<file path="src/design/rsw_pkg.sv">
// rsw_pkg: shared constants and carriers for the reset-cause and wakeup status block.
// assumes one 100 MHz clock domain and a synchronous active-high reset.
package rsw_pkg;

  // ----------------------------------------------------------------
  // widths and encodings
  // ----------------------------------------------------------------
  localparam int unsigned STOP_MODE_SELECT_W   = 3;
  localparam int unsigned DEPTH_W   = 3;
  localparam int unsigned NUM_GATES = 8;

  localparam logic [STOP_MODE_SELECT_W-1:0] STOP_MODE_SELECT_NORMAL = 3'h0;
  localparam logic [STOP_MODE_SELECT_W-1:0] STOP_MODE_SELECT_LEAK   = 3'h3;
  localparam logic [STOP_MODE_SELECT_W-1:0] STOP_MODE_SELECT_DEEP   = 3'h4;

  localparam logic [DEPTH_W-1:0] DEPTH_0 = 3'h0;
  localparam logic [DEPTH_W-1:0] DEPTH_1 = 3'h1;
  localparam logic [DEPTH_W-1:0] DEPTH_2 = 3'h2;
  localparam logic [DEPTH_W-1:0] DEPTH_3 = 3'h3;

  // ----------------------------------------------------------------
  // reset values
  // ----------------------------------------------------------------
  localparam logic [7:0]           PROT_RST  = 8'h00;
  localparam logic [7:0]           CTRL_RST  = 8'h00;
  localparam logic [7:0]           STOPC_RST = 8'h00;
  localparam logic [NUM_GATES-1:0] GATE_RST  = 8'h00;

  // ----------------------------------------------------------------
  // carriers
  // ----------------------------------------------------------------
  typedef struct packed {
    logic power_on;
    logic low_voltage;
    logic pin;
    logic watchdog;
    logic osc_fail;
    logic software;
    logic wakeup;
  } rsw_cause_t;

  typedef struct packed {
    logic [7:0]         mode_protection_reg;
    logic [7:0]         mode_control_reg;
    logic [7:0]         stop_control_reg;
    logic [DEPTH_W-1:0] retention_level_reg;
  } rsw_mode_t;

  typedef struct packed {
    logic leak_exit;
    logic deep0_exit;
    logic deep1_exit;
    logic deep2_exit;
    logic deep3_exit;
  } rsw_exit_t;

  typedef enum logic [1:0] {
    BOOT_NORMAL,
    BOOT_LOW_POWER,
    BOOT_SERIAL_PROG
  } rsw_boot_t;

endpackage : rsw_pkg

</file>
<file path="src/design/rsw_top.sv">
// rsw_top: reset-cause recording, wakeup identification, boot choice, retention
// and debug/clock status for the recovery path from stop modes.
// assumes: rst is the system (warm) reset; por_rst the chip power-on reset; cause inputs
// are asynchronous pulses/levels from reset sources, synchronised here.
module rsw_top
  import rsw_pkg::*;
#(
  parameter int unsigned N_GATES = rsw_pkg::NUM_GATES
) (
  input  wire logic                    clk,
  input  wire logic                    rst,
  input  wire logic                    por_rst,
  input  wire logic                    src_power_on,
  input  wire logic                    src_low_voltage,
  input  wire logic                    src_pin,
  input  wire logic                    src_watchdog,
  input  wire logic                    src_osc_fail,
  input  wire logic                    src_software,
  input  wire logic                    src_wakeup,
  input  wire logic                    serial_cs_n,
  input  wire logic                    serial_prog_enable,
  input  wire logic                    low_power_boot_option,
  input  wire logic                    debugger_active,
  input  wire logic                    rtc_wake_req,
  input  wire logic                    mode_wr,
  input  wire rsw_pkg::rsw_mode_t      mode_wdata,
  input  wire logic [N_GATES-1:0]      gate_wdata,
  input  wire logic                    gate_wr,
  input  wire logic                    in_stop,
  input  wire logic                    in_reduced_stop,
  input  wire logic                    mod_tick,
  output rsw_pkg::rsw_cause_t          reset_cause_status,
  output rsw_pkg::rsw_mode_t           mode_status,
  output rsw_pkg::rsw_exit_t           exit_status,
  output rsw_pkg::rsw_boot_t           boot_mode,
  output logic                         ram_valid,
  output logic                         regfile_valid,
  output logic                         debug_clk_en,
  output logic                         debug_enabled,
  output logic                         wake_out,
  output logic                         keep_retained_units,
  output logic [N_GATES-1:0]           module_clk_en
);
  import rsw_pkg::*;

  // ----------------------------------------------------------------
  // synchronised pins
  // ----------------------------------------------------------------
  localparam int unsigned NS = 12;
  logic [NS-1:0] pin_raw;
  logic [NS-1:0] pin_s;

  assign pin_raw = {src_power_on, src_low_voltage, src_pin, src_watchdog, src_osc_fail,
                    src_software, src_wakeup, serial_cs_n, serial_prog_enable,
                    low_power_boot_option, debugger_active, rtc_wake_req};

  // pin flops stay unreset: power-on reset must still see chip-select and option pins
  rsw_sync #(.W(NS)) u_sync (
    .clk  (clk),
    .rst  (1'b0),
    .din  (pin_raw),
    .dout (pin_s)
  );

  rsw_cause_t src_now;
  wire        cs_n_s       = pin_s[4];
  wire        sp_en_s      = pin_s[3];
  wire        lp_boot_s    = pin_s[2];
  wire        dbg_s        = pin_s[1];
  wire        rtc_wake_s   = pin_s[0];
  assign src_now = rsw_cause_t'(pin_s[NS-1:5]);

  // ----------------------------------------------------------------
  // reset cause capture
  // ----------------------------------------------------------------
  // causes accumulate while the warm reset is held (power-on reset holds the power-flag seed), and the set is replaced at release,
  // so software only ever sees the latest reset's sources.
  rsw_cause_t cause_acc_reg;
  rsw_cause_t cause_acc_next;
  logic       rst_d_reg;
  logic       in_reset;
  logic       release_evt;

  assign in_reset       = rst | por_rst;
  assign release_evt    = rst_d_reg & ~in_reset;
  assign cause_acc_next = in_reset ? rsw_cause_t'(cause_acc_reg | src_now)
                                   : rsw_cause_t'('0);

  // power-on seeds both power flags, so they survive sources that drop early
  always_ff @(posedge clk)
  begin
    rst_d_reg <= in_reset;
    if (por_rst)
      cause_acc_reg <= '{power_on: 1'b1, low_voltage: 1'b1, default: 1'b0};
    else
      cause_acc_reg <= cause_acc_next;
  end

  always_ff @(posedge clk)
  begin
    if (por_rst)
      reset_cause_status <= '{power_on: 1'b1, low_voltage: 1'b1, default: 1'b0};
    else if (release_evt)
      reset_cause_status <= cause_acc_reg | src_now;
  end

  wire power_flags = reset_cause_status.power_on & reset_cause_status.low_voltage;

  // ----------------------------------------------------------------
  // mode-controller registers, cleared only by power-on reset
  // ----------------------------------------------------------------
  always_ff @(posedge clk)
  begin
    if (por_rst)
      mode_status <= '{PROT_RST, CTRL_RST, STOPC_RST, DEPTH_0};
    else if (mode_wr & ~rst)
      mode_status <= mode_wdata;
  end

  // ----------------------------------------------------------------
  // exit identification and retention
  // ----------------------------------------------------------------
  logic [STOP_MODE_SELECT_W-1:0] stop_mode_select;
  logic [DEPTH_W-1:0] depth;
  logic               woke;
  logic               deep;
  rsw_exit_t          exit_next;

  assign stop_mode_select = mode_status.mode_control_reg[STOP_MODE_SELECT_W-1:0];
  assign depth = mode_status.retention_level_reg;
  assign woke  = reset_cause_status.wakeup;
  assign deep  = woke & (stop_mode_select == STOP_MODE_SELECT_DEEP);
  assign exit_next.leak_exit  = woke & (stop_mode_select == STOP_MODE_SELECT_LEAK);
  assign exit_next.deep0_exit = deep & (depth == DEPTH_0);
  assign exit_next.deep1_exit = deep & (depth == DEPTH_1);
  assign exit_next.deep2_exit = deep & (depth == DEPTH_2);
  assign exit_next.deep3_exit = deep & (depth == DEPTH_3);

  wire ram_kept = ~power_flags & (~deep | (depth >= DEPTH_2));
  wire rf_kept  = ~power_flags;

  always_ff @(posedge clk)
  begin
    if (por_rst)
    begin
      exit_status   <= '0;
      ram_valid     <= 1'b0;
      regfile_valid <= 1'b0;
    end
    else
    begin
      exit_status   <= exit_next;
      ram_valid     <= ram_kept;
      regfile_valid <= rf_kept;
    end
  end

  // ----------------------------------------------------------------
  // boot selection, latched at each reset release
  // ----------------------------------------------------------------
  rsw_boot_t boot_next;
  wire       power_cause = src_now.power_on | src_now.low_voltage |
                           cause_acc_reg.power_on | cause_acc_reg.low_voltage;

  assign boot_next = (power_cause & ~cs_n_s & sp_en_s) ? BOOT_SERIAL_PROG
                   : (lp_boot_s ? BOOT_NORMAL : BOOT_LOW_POWER);

  always_ff @(posedge clk)
  begin
    if (por_rst)
      boot_mode <= BOOT_NORMAL;
    else if (release_evt)
      boot_mode <= boot_next;
  end

  // ----------------------------------------------------------------
  // debug enable and debug clock keep-alive
  // ----------------------------------------------------------------
  // any wakeup recovery (leak stop or any deep level) drops debug so current readings match mission mode.
  logic dbg_reg;

  always_ff @(posedge clk)
  begin
    if (por_rst)
      dbg_reg <= 1'b0;
    else if (release_evt)
      dbg_reg <= dbg_s & ~(src_now.wakeup | cause_acc_reg.wakeup) ? 1'b1 :
                 ((src_now.wakeup | cause_acc_reg.wakeup) ? 1'b0 : dbg_reg);
  end

  always_ff @(posedge clk)
  begin
    if (rst | por_rst)
    begin
      debug_enabled <= 1'b0;
      debug_clk_en  <= 1'b0;
    end
    else
    begin
      debug_enabled <= dbg_reg;
      debug_clk_en  <= ~(in_stop | in_reduced_stop) | dbg_reg;
    end
  end

  // ----------------------------------------------------------------
  // clock gates, real-time wake, retained-unit hold
  // ----------------------------------------------------------------
  logic [N_GATES-1:0] gate_reg;

  always_ff @(posedge clk)
  begin
    if (rst | por_rst)
      gate_reg <= GATE_RST;
    else if (gate_wr)
      gate_reg <= gate_wdata;
  end

  rsw_gate #(.N(N_GATES)) u_gate (
    .clk     (clk),
    .rst     (rst | por_rst),
    .gate    (gate_reg),
    .en_tick (mod_tick),
    .mod_en  (module_clk_en)
  );

  always_ff @(posedge clk)
  begin
    if (por_rst)
    begin
      wake_out            <= 1'b0;
      keep_retained_units <= 1'b0;
    end
    else
    begin
      wake_out            <= rtc_wake_s;
      keep_retained_units <= rst & ~por_rst & (src_now.wakeup | cause_acc_reg.wakeup);
    end
  end

  // ----------------------------------------------------------------
  // checks
  // ----------------------------------------------------------------
  a_por_flags_set: assert property (@(posedge clk) $fell(por_rst) |->
    reset_cause_status.power_on && reset_cause_status.low_voltage)
    else $error("power flags not set after power-on");

  a_mode_kept_warm: assert property (@(posedge clk) disable iff (por_rst)
    (rst && !mode_wr) |=> $stable(mode_status))
    else $error("mode registers changed by warm reset");

  a_leak_exit_id: assert property (@(posedge clk) disable iff (por_rst)
    (woke && stop_mode_select == STOP_MODE_SELECT_LEAK) |=> exit_status.leak_exit)
    else $error("leak stop exit not flagged");

  a_deep_level_id: assert property (@(posedge clk) disable iff (por_rst)
    (deep && depth == DEPTH_2) |=> exit_status.deep2_exit && !exit_status.deep1_exit)
    else $error("deep level exit wrong");

  a_ram_lost_shallow: assert property (@(posedge clk) disable iff (por_rst)
    (deep && depth < DEPTH_2) |=> !ram_valid)
    else $error("ram claimed valid after deep level 0 or 1");

  a_regfile_kept: assert property (@(posedge clk) disable iff (por_rst)
    (!power_flags) |=> regfile_valid)
    else $error("register file lost");

  a_serial_boot_gate: assert property (@(posedge clk) disable iff (por_rst)
    (release_evt && !sp_en_s) |=> boot_mode != BOOT_SERIAL_PROG)
    else $error("serial boot despite disable");

  a_lp_boot_sel: assert property (@(posedge clk) disable iff (por_rst)
    (release_evt && !power_cause && !lp_boot_s) |=> boot_mode == BOOT_LOW_POWER)
    else $error("low power boot not chosen");

  a_dbg_clk_stop: assert property (@(posedge clk) disable iff (por_rst || rst)
    (dbg_reg && in_stop) |=> debug_clk_en)
    else $error("debug clock stopped while debugger active");

  a_gate_stops: assert property (@(posedge clk) disable iff (por_rst || rst)
    (!gate_reg[0]) |=> !module_clk_en[0])
    else $error("gated module still clocked");

endmodule : rsw_top

</file>
<file path="src/design/rsw_sync.sv">
// rsw_sync: two-flop synchroniser for a bundle of asynchronous levels.
// assumes the inputs come from pins or other clock domains.
module rsw_sync #(
  parameter int unsigned W = 1
) (
  input  wire logic         clk,
  input  wire logic         rst,
  input  wire logic [W-1:0] din,
  output logic      [W-1:0] dout
);
  logic [W-1:0] meta_reg;

  always_ff @(posedge clk)
  begin
    if (rst)
    begin
      meta_reg <= '0;
      dout     <= '0;
    end
    else
    begin
      meta_reg <= din;
      dout     <= meta_reg;
    end
  end
endmodule : rsw_sync

</file>
<file path="src/design/rsw_gate.sv">
// rsw_gate: per-module clock enable gating, one enable per peripheral.
// assumes en_tick is a one-cycle pulse of the slower module rate.
module rsw_gate #(
  parameter int unsigned N = 8
) (
  input  wire logic         clk,
  input  wire logic         rst,
  input  wire logic [N-1:0] gate,
  input  wire logic         en_tick,
  output logic      [N-1:0] mod_en
);
  // ----------------------------------------------------------------
  // one gated enable per module
  // ----------------------------------------------------------------
  genvar g;
  generate
    for (g = 0; g < N; g++)
    begin : g_gate
      always_ff @(posedge clk)
      begin
        if (rst)
          mod_en[g] <= 1'b0;
        else
          mod_en[g] <= en_tick & gate[g];
      end
    end
  endgenerate
endmodule : rsw_gate

</file>
<file path="config.mk">
export PLATFORM = sky130hd
export DESIGN_NAME = rsw_top
export DESIGN_NICKNAME = d
export VERILOG_FILES = /design/src/design/rsw_pkg.sv /design/src/design/rsw_top.sv /design/src/design/rsw_sync.sv /design/src/design/rsw_gate.sv
export SDC_FILE = /design/constraint.sdc
export NUM_CORES = 1
export LEC_CHECK = 0
export ABC_CLOCK_PERIOD_IN_PS = 1200
export BUFFER_PORTS_ARGS = -buffer_cell sky130_fd_sc_hd__buf_2
export CORE_MARGIN = 3
export CORE_UTILIZATION = 43
export CTS_BUF_LIST = sky130_fd_sc_hd__clkbuf_16
export DETAILED_ROUTE_END_ITERATION = 7
export PLACE_DENSITY_LB_ADDON = 0.2
export SLEW_MARGIN = 0
export SYNTH_ARGS = -nofsm -noshare
export SYNTH_HDL_FRONTEND = slang
export SYNTH_SLANG_ARGS = --single-unit
</file>
<file path="constraint.sdc">
create_clock -name clk -period 1.2 [get_ports clk]
set_clock_uncertainty 0.1 [all_clocks]
set_input_delay 0.24 -clock clk [delete_from_list [all_inputs] [get_ports clk]]
set_output_delay 0.24 -clock clk [all_outputs]
set_load 0.01 [all_outputs]
</file>
# == Yosys cells after proc, flatten, opt, wreduce, memory -nomap -nowiden ==
# Cells that the tools add are included.
# word_totals
rom_bits,0
n_memories,0
latchBits,0
ramBits,0
regBits,96
out_inout_bits,55
# op_classes
n_reduce_logical,4
n_shift,0
eq_ne,5
div_mod_pow,0
n_mul,0
muxes,5
bitwise,40
n_lt_le_gt_ge,1
addsub,0
# op_table
operator,n
1-bit bitwise AND,23
"3-bit by 2-bit equality test with 1-bit output, second input constant",3
1-bit NOT,8
1-bit bitwise OR,8
7-bit two-way mux,1
7-bit bitwise OR,1
"3-bit by 1-bit equality test with 1-bit output, second input constant",1
"3-bit equality test, second input constant",1
"3-bit by 2-bit greater-or-equal comparator with 1-bit output, second input constant",1
3-bit zero test,1
1-bit two-way mux,3
2-bit two-way mux,1
2-bit AND reduction,1
2-bit nonzero test,1
2-bit OR reduction,1

# == Logic depth before layout (Yosys ltp) ==
# Gate-level depths: netlist of the first run.
# depth
ltp_word,6
mapped_depth,5
depth_no_buf,3

# == By module ==
# A second synthesis of the first run with hierarchy kept.
# hier_totals
cells_unflattened,308
hier_area_um2,3081.7
# by_module_without_submodules
mod,cells_each,seq_area_each_um2,n_inst,area_each_um2
rsw_top,242,1281.2,1,2158.3
rsw_sync,50,480.5,1,693.2
rsw_gate,16,160.2,1,230.2

# == Worst setup path after synthesis of the first run ==
# No wires, ideal clock.
# synth_path
kind,reg-to-reg
startpoint,register u_sync.dout[10]
endpoint,register boot_mode[0]
slack_ns,-0.148
period_less_slack_ns,1.348
required_ns,1.042
arrival_ns,1.190
stages_incl_launch_ff,4
cell_sequence,dfxtp_1 or4_4 a311oi_2 a31o_1
# synth_between
elab_chain_len,6
# synth_lines
item,line,source
start: declaration,rsw_sync.sv:9,output logic [W-1:0] dout
start signal: assignment,rsw_sync.sv:23,dout <= meta_reg;
1-bit bitwise OR (2 in series),rsw_top.sv:162,wire power_cause = src_now.power_on | src_now.low_voltage |
1-bit bitwise OR,rsw_top.sv:163,cause_acc_reg.power_on | cause_acc_reg.low_voltage;
1-bit bitwise AND (2 in series),rsw_top.sv:165,assign boot_next = (power_cause & ~cs_n_s & sp_en_s) ? BOOT_SERIAL_PROG
2-bit two-way mux,rsw_top.sv:165,
end signal: assignment,rsw_top.sv:173,boot_mode <= boot_next;
end: declaration,rsw_top.sv:35,"output rsw_pkg::rsw_boot_t boot_mode,"
# Every way passes these cells.
# A chain may end at the register's enable or synchronous reset.

# == Worst setup path in the final report of the first run ==
# layout_path
startpoint,register u_sync.dout[11]
endpoint,register boot_mode[0]
# The elaborated chain is that of the path after synthesis.

==> results of run 1 <==
==> final cells by class <==
type	count	area [um2]
inverters	3	11.26
flip-flops and latches	96	1942
well taps	77	96.34
fillers	539	2323
clock inverters	7	71.32
clock buffers	9	225.2
repair buffers	137	839.6
multi-input cells	171	877.1
==> synthesized netlist by cell type, drive strengths merged <==
library cell / number
nand4: 1
nor3b: 2
a211oi: 5
nor2b: 3
nand3: 3
nor4: 1
buf: 9
a311oi: 1
nand2b: 5
nand2: 58
or4: 1
and2: 2
nor2: 31
clkbuf: 5
inv: 3
and3: 8
dfxtp: 96
or3b: 1
nor3: 4
o21ai: 6
a21oi: 30
mux2i: 8
a31o: 1
==> per-stage QoR <==
step                utilization [%]  hold slack [ps]
floorplan                         -            167.7
global placement              55.72            210.6
detailed placement            55.72            212.1
CTS                           63.17            30.28
global route                  63.62            35.56
finish                        63.62            37.89
==> power breakdown <==
group | switching (W) | internal [W]
registers | 0.0000626 | 0.00333
clock network | 0.00115 | 0.00161
logic | 0.000256 | 0.000266
total | 0.00147 | 0.00521
==> worst max path at each step <==
stage | endpoint | from | cells past startpoint | slack (ps)
after floorplan | boot_mode[0] | u_sync.dout[11] | 3 | -80
after global placement | boot_mode[0] | por_rst | 4 | -100
after detailed placement | boot_mode[0] | u_sync.dout[11] | 3 | -140
after CTS | boot_mode[0] | u_sync.dout[11] | 3 | -140
after global routing | boot_mode[0] | u_sync.dout[11] | 3 | -190
final | boot_mode[0] | u_sync.dout[11] | 3 | -140
==> worst register-to-register path, delay by kind of cell (launching register included) <==
kind / cells / cell delay [ps]
simple gates: 1 / 540
compound gates: 2 / 330
flops: 1 / 320
==> kinds of logic (layout without fill, tap and decap cells) <==
kind of cell    Yosys count  count (layout)  synth area share [%]
compound gates           43              43                 8.439
flops                    96              96                 67.16
simple gates            120             120                 18.76
mux                       8               8                 2.799
buf+inv                  17             156                 2.842
==> timing repair <==
item                                    in CTS  in global routing
gates resized for setup                     15                  8
pin swaps                                    1                  0
endpoints found under the setup margin      10                 15
hold endpoints to repair                    12                  0
setup buffers                                4                  3
hold buffers                                12                  0
==> per-layer routing <==
metal / vias to the layer above / routed length [um]
met2: 59 / 3110
met5: - / 0
met4: 0 / 94
met1: 1011 / 2403
li1: 1198 / -
met3: 8 / 365
==> run metrics, run 1 <==
setup ws final=-140.6 ps; most used routing layer=met2; Yosys reg bits=96; Hold Crit Start=mode_wdata[12]; Final ANT Viol Nets=0; DR vias/cell=4.552; Synth Area per Inst=10.08 um2; GRT Overall Usage=15.64%; post-route cell area=4063 um2; PD cells=1644 nW/um2; Inserted Clock Buffers=9; failing checks=setup timing; WHS Path Cells=3; sequential-to-total area share from yosys stat=67.16%; Critical path buffers and inverters=0; leading area contributor after synthesis=dfxtp_1; worst skew pair latency=330 ps; drt first pass iters=5; Worst-Margin Slew=357.8 ps; max reg flops=24; power consumption=0.006680 W; met3 GRT Util=3.669%; Max Buffers Root-to-Sink=2; via count=2276; DRT iter0 DRCs=51; Setup violations, final=2; nets=473; Critical Path Fanout Max=2; Fin. Hold Viols=0; CP max stage cell=or4_4; die width=87.58 um; Die ar.=7669 um2; met1 Resource Use GR=16.45%; Area Overhead vs Synth=41.98%; CTS root buf=clkbuf_16; status=complete, but fails checks; capturing point of the worst reg2reg path=boot_mode[0]; Pins Over Slew Limit=0; worst path cell trace=or4_4, a311oi_2, a31o_1; Crit. End Element=flip-flop; vias in the first global route=2074; Worst Reg-to-Reg Cells=3; critical path's largest stage delay=540 ps; Peak Freq=745.9 MHz; HP Class=input port to flip-flop; floorplan row count=29; I/O pins=110; cell count after placement=469; first-pass GRT wire length=9.163 mm; most frequent cells in the layout=buf_2 (105), dfxtp_1 (86), nand2_1 (58); # diodes=0; setup TNS=-169.5 ps; Clock Pin Slew Worst Setup and Hold Paths=70 ps; period utilisation layout=111.7%; dpl ws=-138.4 ps; H-tree depth=3; Avg WL per Cell=11.95 um; CTS tree=done; routability cong.=0.6827; DP Wirelength=4.130 mm; met2 usage=28.84%; initial antenna violation count=0; Post-route DRC=0; Yosys Warn Count=0; startpoint type of the worst setup path=flip-flop; Top delay family on crit path=simple AND/OR/NAND/NOR gates; Synth Net Count=339; Yosys cell types=28; Static Leak=1.904 nW; most common cell after layout, fill and taps aside=buf_2; die height=87.58 um; largest net degree at the start of global routing=28; Hold EP=mode_status[12]; CTS Sinks=96; WL final=5.974 mm; RSZ-0062 raised after global routing=yes; # port buffers=109; top post-synthesis cells by area=dfxtp_1 (67%), nand2_1 (7.6%), a21oi_1 (5.2%); layout cells sized above 1=37.59%; Core ar.=6386 um2; post-synthesis cell count=284; cell area after synthesis=2861 um2; DP Area=3558 um2; r2r setup slk=-140 ps; Max-Cap Viols=0; CP Data Arrival Time=1520 ps; FF-to-FF Start=u_sync.dout[11]; Slew Limit Headroom=76.06%; CP Class=flip-flop to flip-flop; min Tclk post-route=1341 ps; peak supply drop=889.2 uV; Initial Util=44.81%; total congestion overflow=0; WP data required=1380 ps; Synth top area share=67.16%; final cell count without fillers=500
Note: power is estimated with default switching activity, not from simulation.
==> run 2, diff against run 1 <==
- CORE_ASPECT_RATIO: default -> 1.5
==> run 2 against run 1 <==
Non-clock buffer count shrank 4. Critical path depth is the same. Via count grew 0.70%. Die area grew 0.26%. First-iteration DRC count grew 120%. Register-to-register slack gained 30 ps. Clock-buffer cell count is the same. Clock power grew 7%. The run still ends with setup timing left.
==> run metrics, run 2 (same netlist as run 1, synthesis figures left out) <==
status=complete, but fails checks (unchanged); failing checks=setup timing (unchanged); CP max stage cell=or4_4 (unchanged); via count=2292 (was 2276); # port buffers=109 (unchanged); Clock Pin Slew Worst Setup and Hold Paths=60 ps (was 70 ps); min Tclk post-route=1314 ps (was 1341 ps); GRT Overall Usage=16.58% (was 15.64%); HP Class=input port to flip-flop (unchanged); DRT iter0 DRCs=113 (was 51); Reg power frac=49.5% (was 50.8%); Crit. End Element=flip-flop (unchanged); drt first pass iters=4 (was 5); layout cells sized above 1=36.75% (was 37.59%); CTS Sinks=96 (unchanged); floorplan row count=35 (was 29); fillers=546 (was 539); Final ANT Viol Nets=0 (unchanged); PD cells=1699 nW/um2 (was 1644 nW/um2); Comb pwr share=7.4% (was 7.8%); register area=1944 um2 (was 1942 um2); CP Data Arrival Time=1490 ps (was 1520 ps); CTS root buf=clkbuf_16 (unchanged); Post-route DRC=0 (unchanged); area of the multi-input gates=870.8 um2 (was 877.1 um2); startpoint type of the worst setup path=flip-flop (unchanged); Max Buffers Root-to-Sink=2 (unchanged); initial antenna violation count=0 (unchanged); I/O pins=110 (unchanged); WHS Path Cells=3 (unchanged); Setup violations, final=2 (unchanged); Peak Freq=760.8 MHz (was 745.9 MHz); Die ar.=7690 um2 (was 7669 um2); Worst-Margin Slew=488.3 ps (was 357.8 ps); critical path's largest stage delay=540 ps (about the same); # diodes=0 (unchanged); WL final=5.991 mm (was 5.974 mm); DR vias/cell=4.649 (was 4.552); die width=72.61 um (was 87.58 um); WP data required=1380 ps (about the same); die height=105.9 um (was 87.58 um); clock share of power=43.2% (was 41.4%); Inserted Clock Buffers=9 (unchanged); largest net degree at the start of global routing=28 (unchanged); nets=469 (was 473); DP Wirelength=4.214 mm (was 4.130 mm); most common cell after layout, fill and taps aside=buf_2 (unchanged); Avg WL per Cell=12.15 um (was 11.95 um); Static Leak=1.890 nW (was 1.904 nW); Critical Path Fanout Max=2 (unchanged); CTS tree=done (unchanged); H-tree depth=3 (unchanged); Worst Reg-to-Reg Cells=3 (unchanged); Slew Limit Headroom=67.32% (was 76.06%); Max-Cap Viols=0 (unchanged); routability cong.=0.7596 (was 0.6827); power consumption=0.006862 W (was 0.006680 W); worst skew pair latency=330 ps (about the same); sw power=0.001453 W (was 0.001472 W); peak supply drop=1360 uV (was 889.2 uV); period utilisation layout=109.5% (was 111.7%); total congestion overflow=0 (unchanged); worst path cell trace=or4_4, a311oi_2, a31o_1 (unchanged); vias in the first global route=2175 (was 2074); Internal=0.005409 W (was 0.005209 W); setup TNS=-146.0 ps (was -169.5 ps); setup ws final=-114.4 ps (was -140.6 ps); Fin. Hold Viols=0 (unchanged); most frequent cells in the layout=buf_2 (106), dfxtp_1 (86), nand2_1 (58) (was buf_2 (105), dfxtp_1 (86), nand2_1 (58)); Initial Util=45.38% (was 44.81%); CP Class=flip-flop to flip-flop (unchanged); Core ar.=6306 um2 (was 6386 um2); Area Overhead vs Synth=41.10% (was 41.98%); Pins Over Slew Limit=0 (unchanged); RSZ-0062 raised after global routing=yes (unchanged); first-pass GRT wire length=9.777 mm (was 9.163 mm); Sw Share=21.18% (was 22.03%); max reg flops=24 (unchanged)
run 2: metal layers:
layer / GRT usage [%] / routed length [um]
met2: 27.58 / 2956
met3: 4.825 / 418
met4: 9.367 / 193
met5: 0 / 0
met1: 18.44 / 2423
run 2: final timing paths:
path / startpoint / end / slack (ps)
worst max-delay path: u_sync.dout[11] / boot_mode[0] / -110
worst min-delay path: mode_wdata[13] / mode_status[13] / 40
worst max register to register: u_sync.dout[11] / boot_mode[0] / -110
worst min register to register: u_sync.meta_reg[9] / u_sync.dout[9] / 230
run 2: layout make-up:
class                      instances  area share, %
clock buffer                       9          5.578
tap                               74          2.293
clock inverter                     7          2.324
multi-input combinational        171          21.57
sequential                        96          48.16
inverter                           3         0.2789
timing repair buffer             133          19.80
run 2: metrics by stage:
step                      instances  util, %  hold slack [ps]  worst slack, ps  area [um2]
final                           493    64.03            37.88           -114.4        4038
after global placement          465    56.25            210.3           -104.3        3547
after CTS                       495    63.99            25.78           -127.0        4035
after floorplan                 284        -            167.7           -83.14        2861
after detailed placement        465    56.25            212.1           -128.1        3547
after global routing            493    64.03            33.23           -149.9        4038
run 2: critical path, delay by kind of cell (launching register included):
kind | cells | cell delay, ps
AOI/OAI and AO/OA | 2 | 320
DFF | 1 | 310
and+or+nand+nor | 1 | 540
run 2: repair_timing:
action | in CTS | in global routing
buffers inserted | 2 | 0
endpoints found under the setup margin | 9 | 19
endpoints found under the hold margin | 12 | 0
resized for setup | 13 | 9
hold buffers | 12 | 0
run 2: power by group through the flow:
stage                     Combinational (W)  Clock, W  Sequential (W)
after floorplan                    0.000200         0         0.00349
after global placement             0.000464         0         0.00346
after detailed placement           0.000474         0         0.00347
after CTS                          0.000515   0.00303         0.00340
after global routing               0.000567   0.00318         0.00341
final                              0.000505   0.00296         0.00340
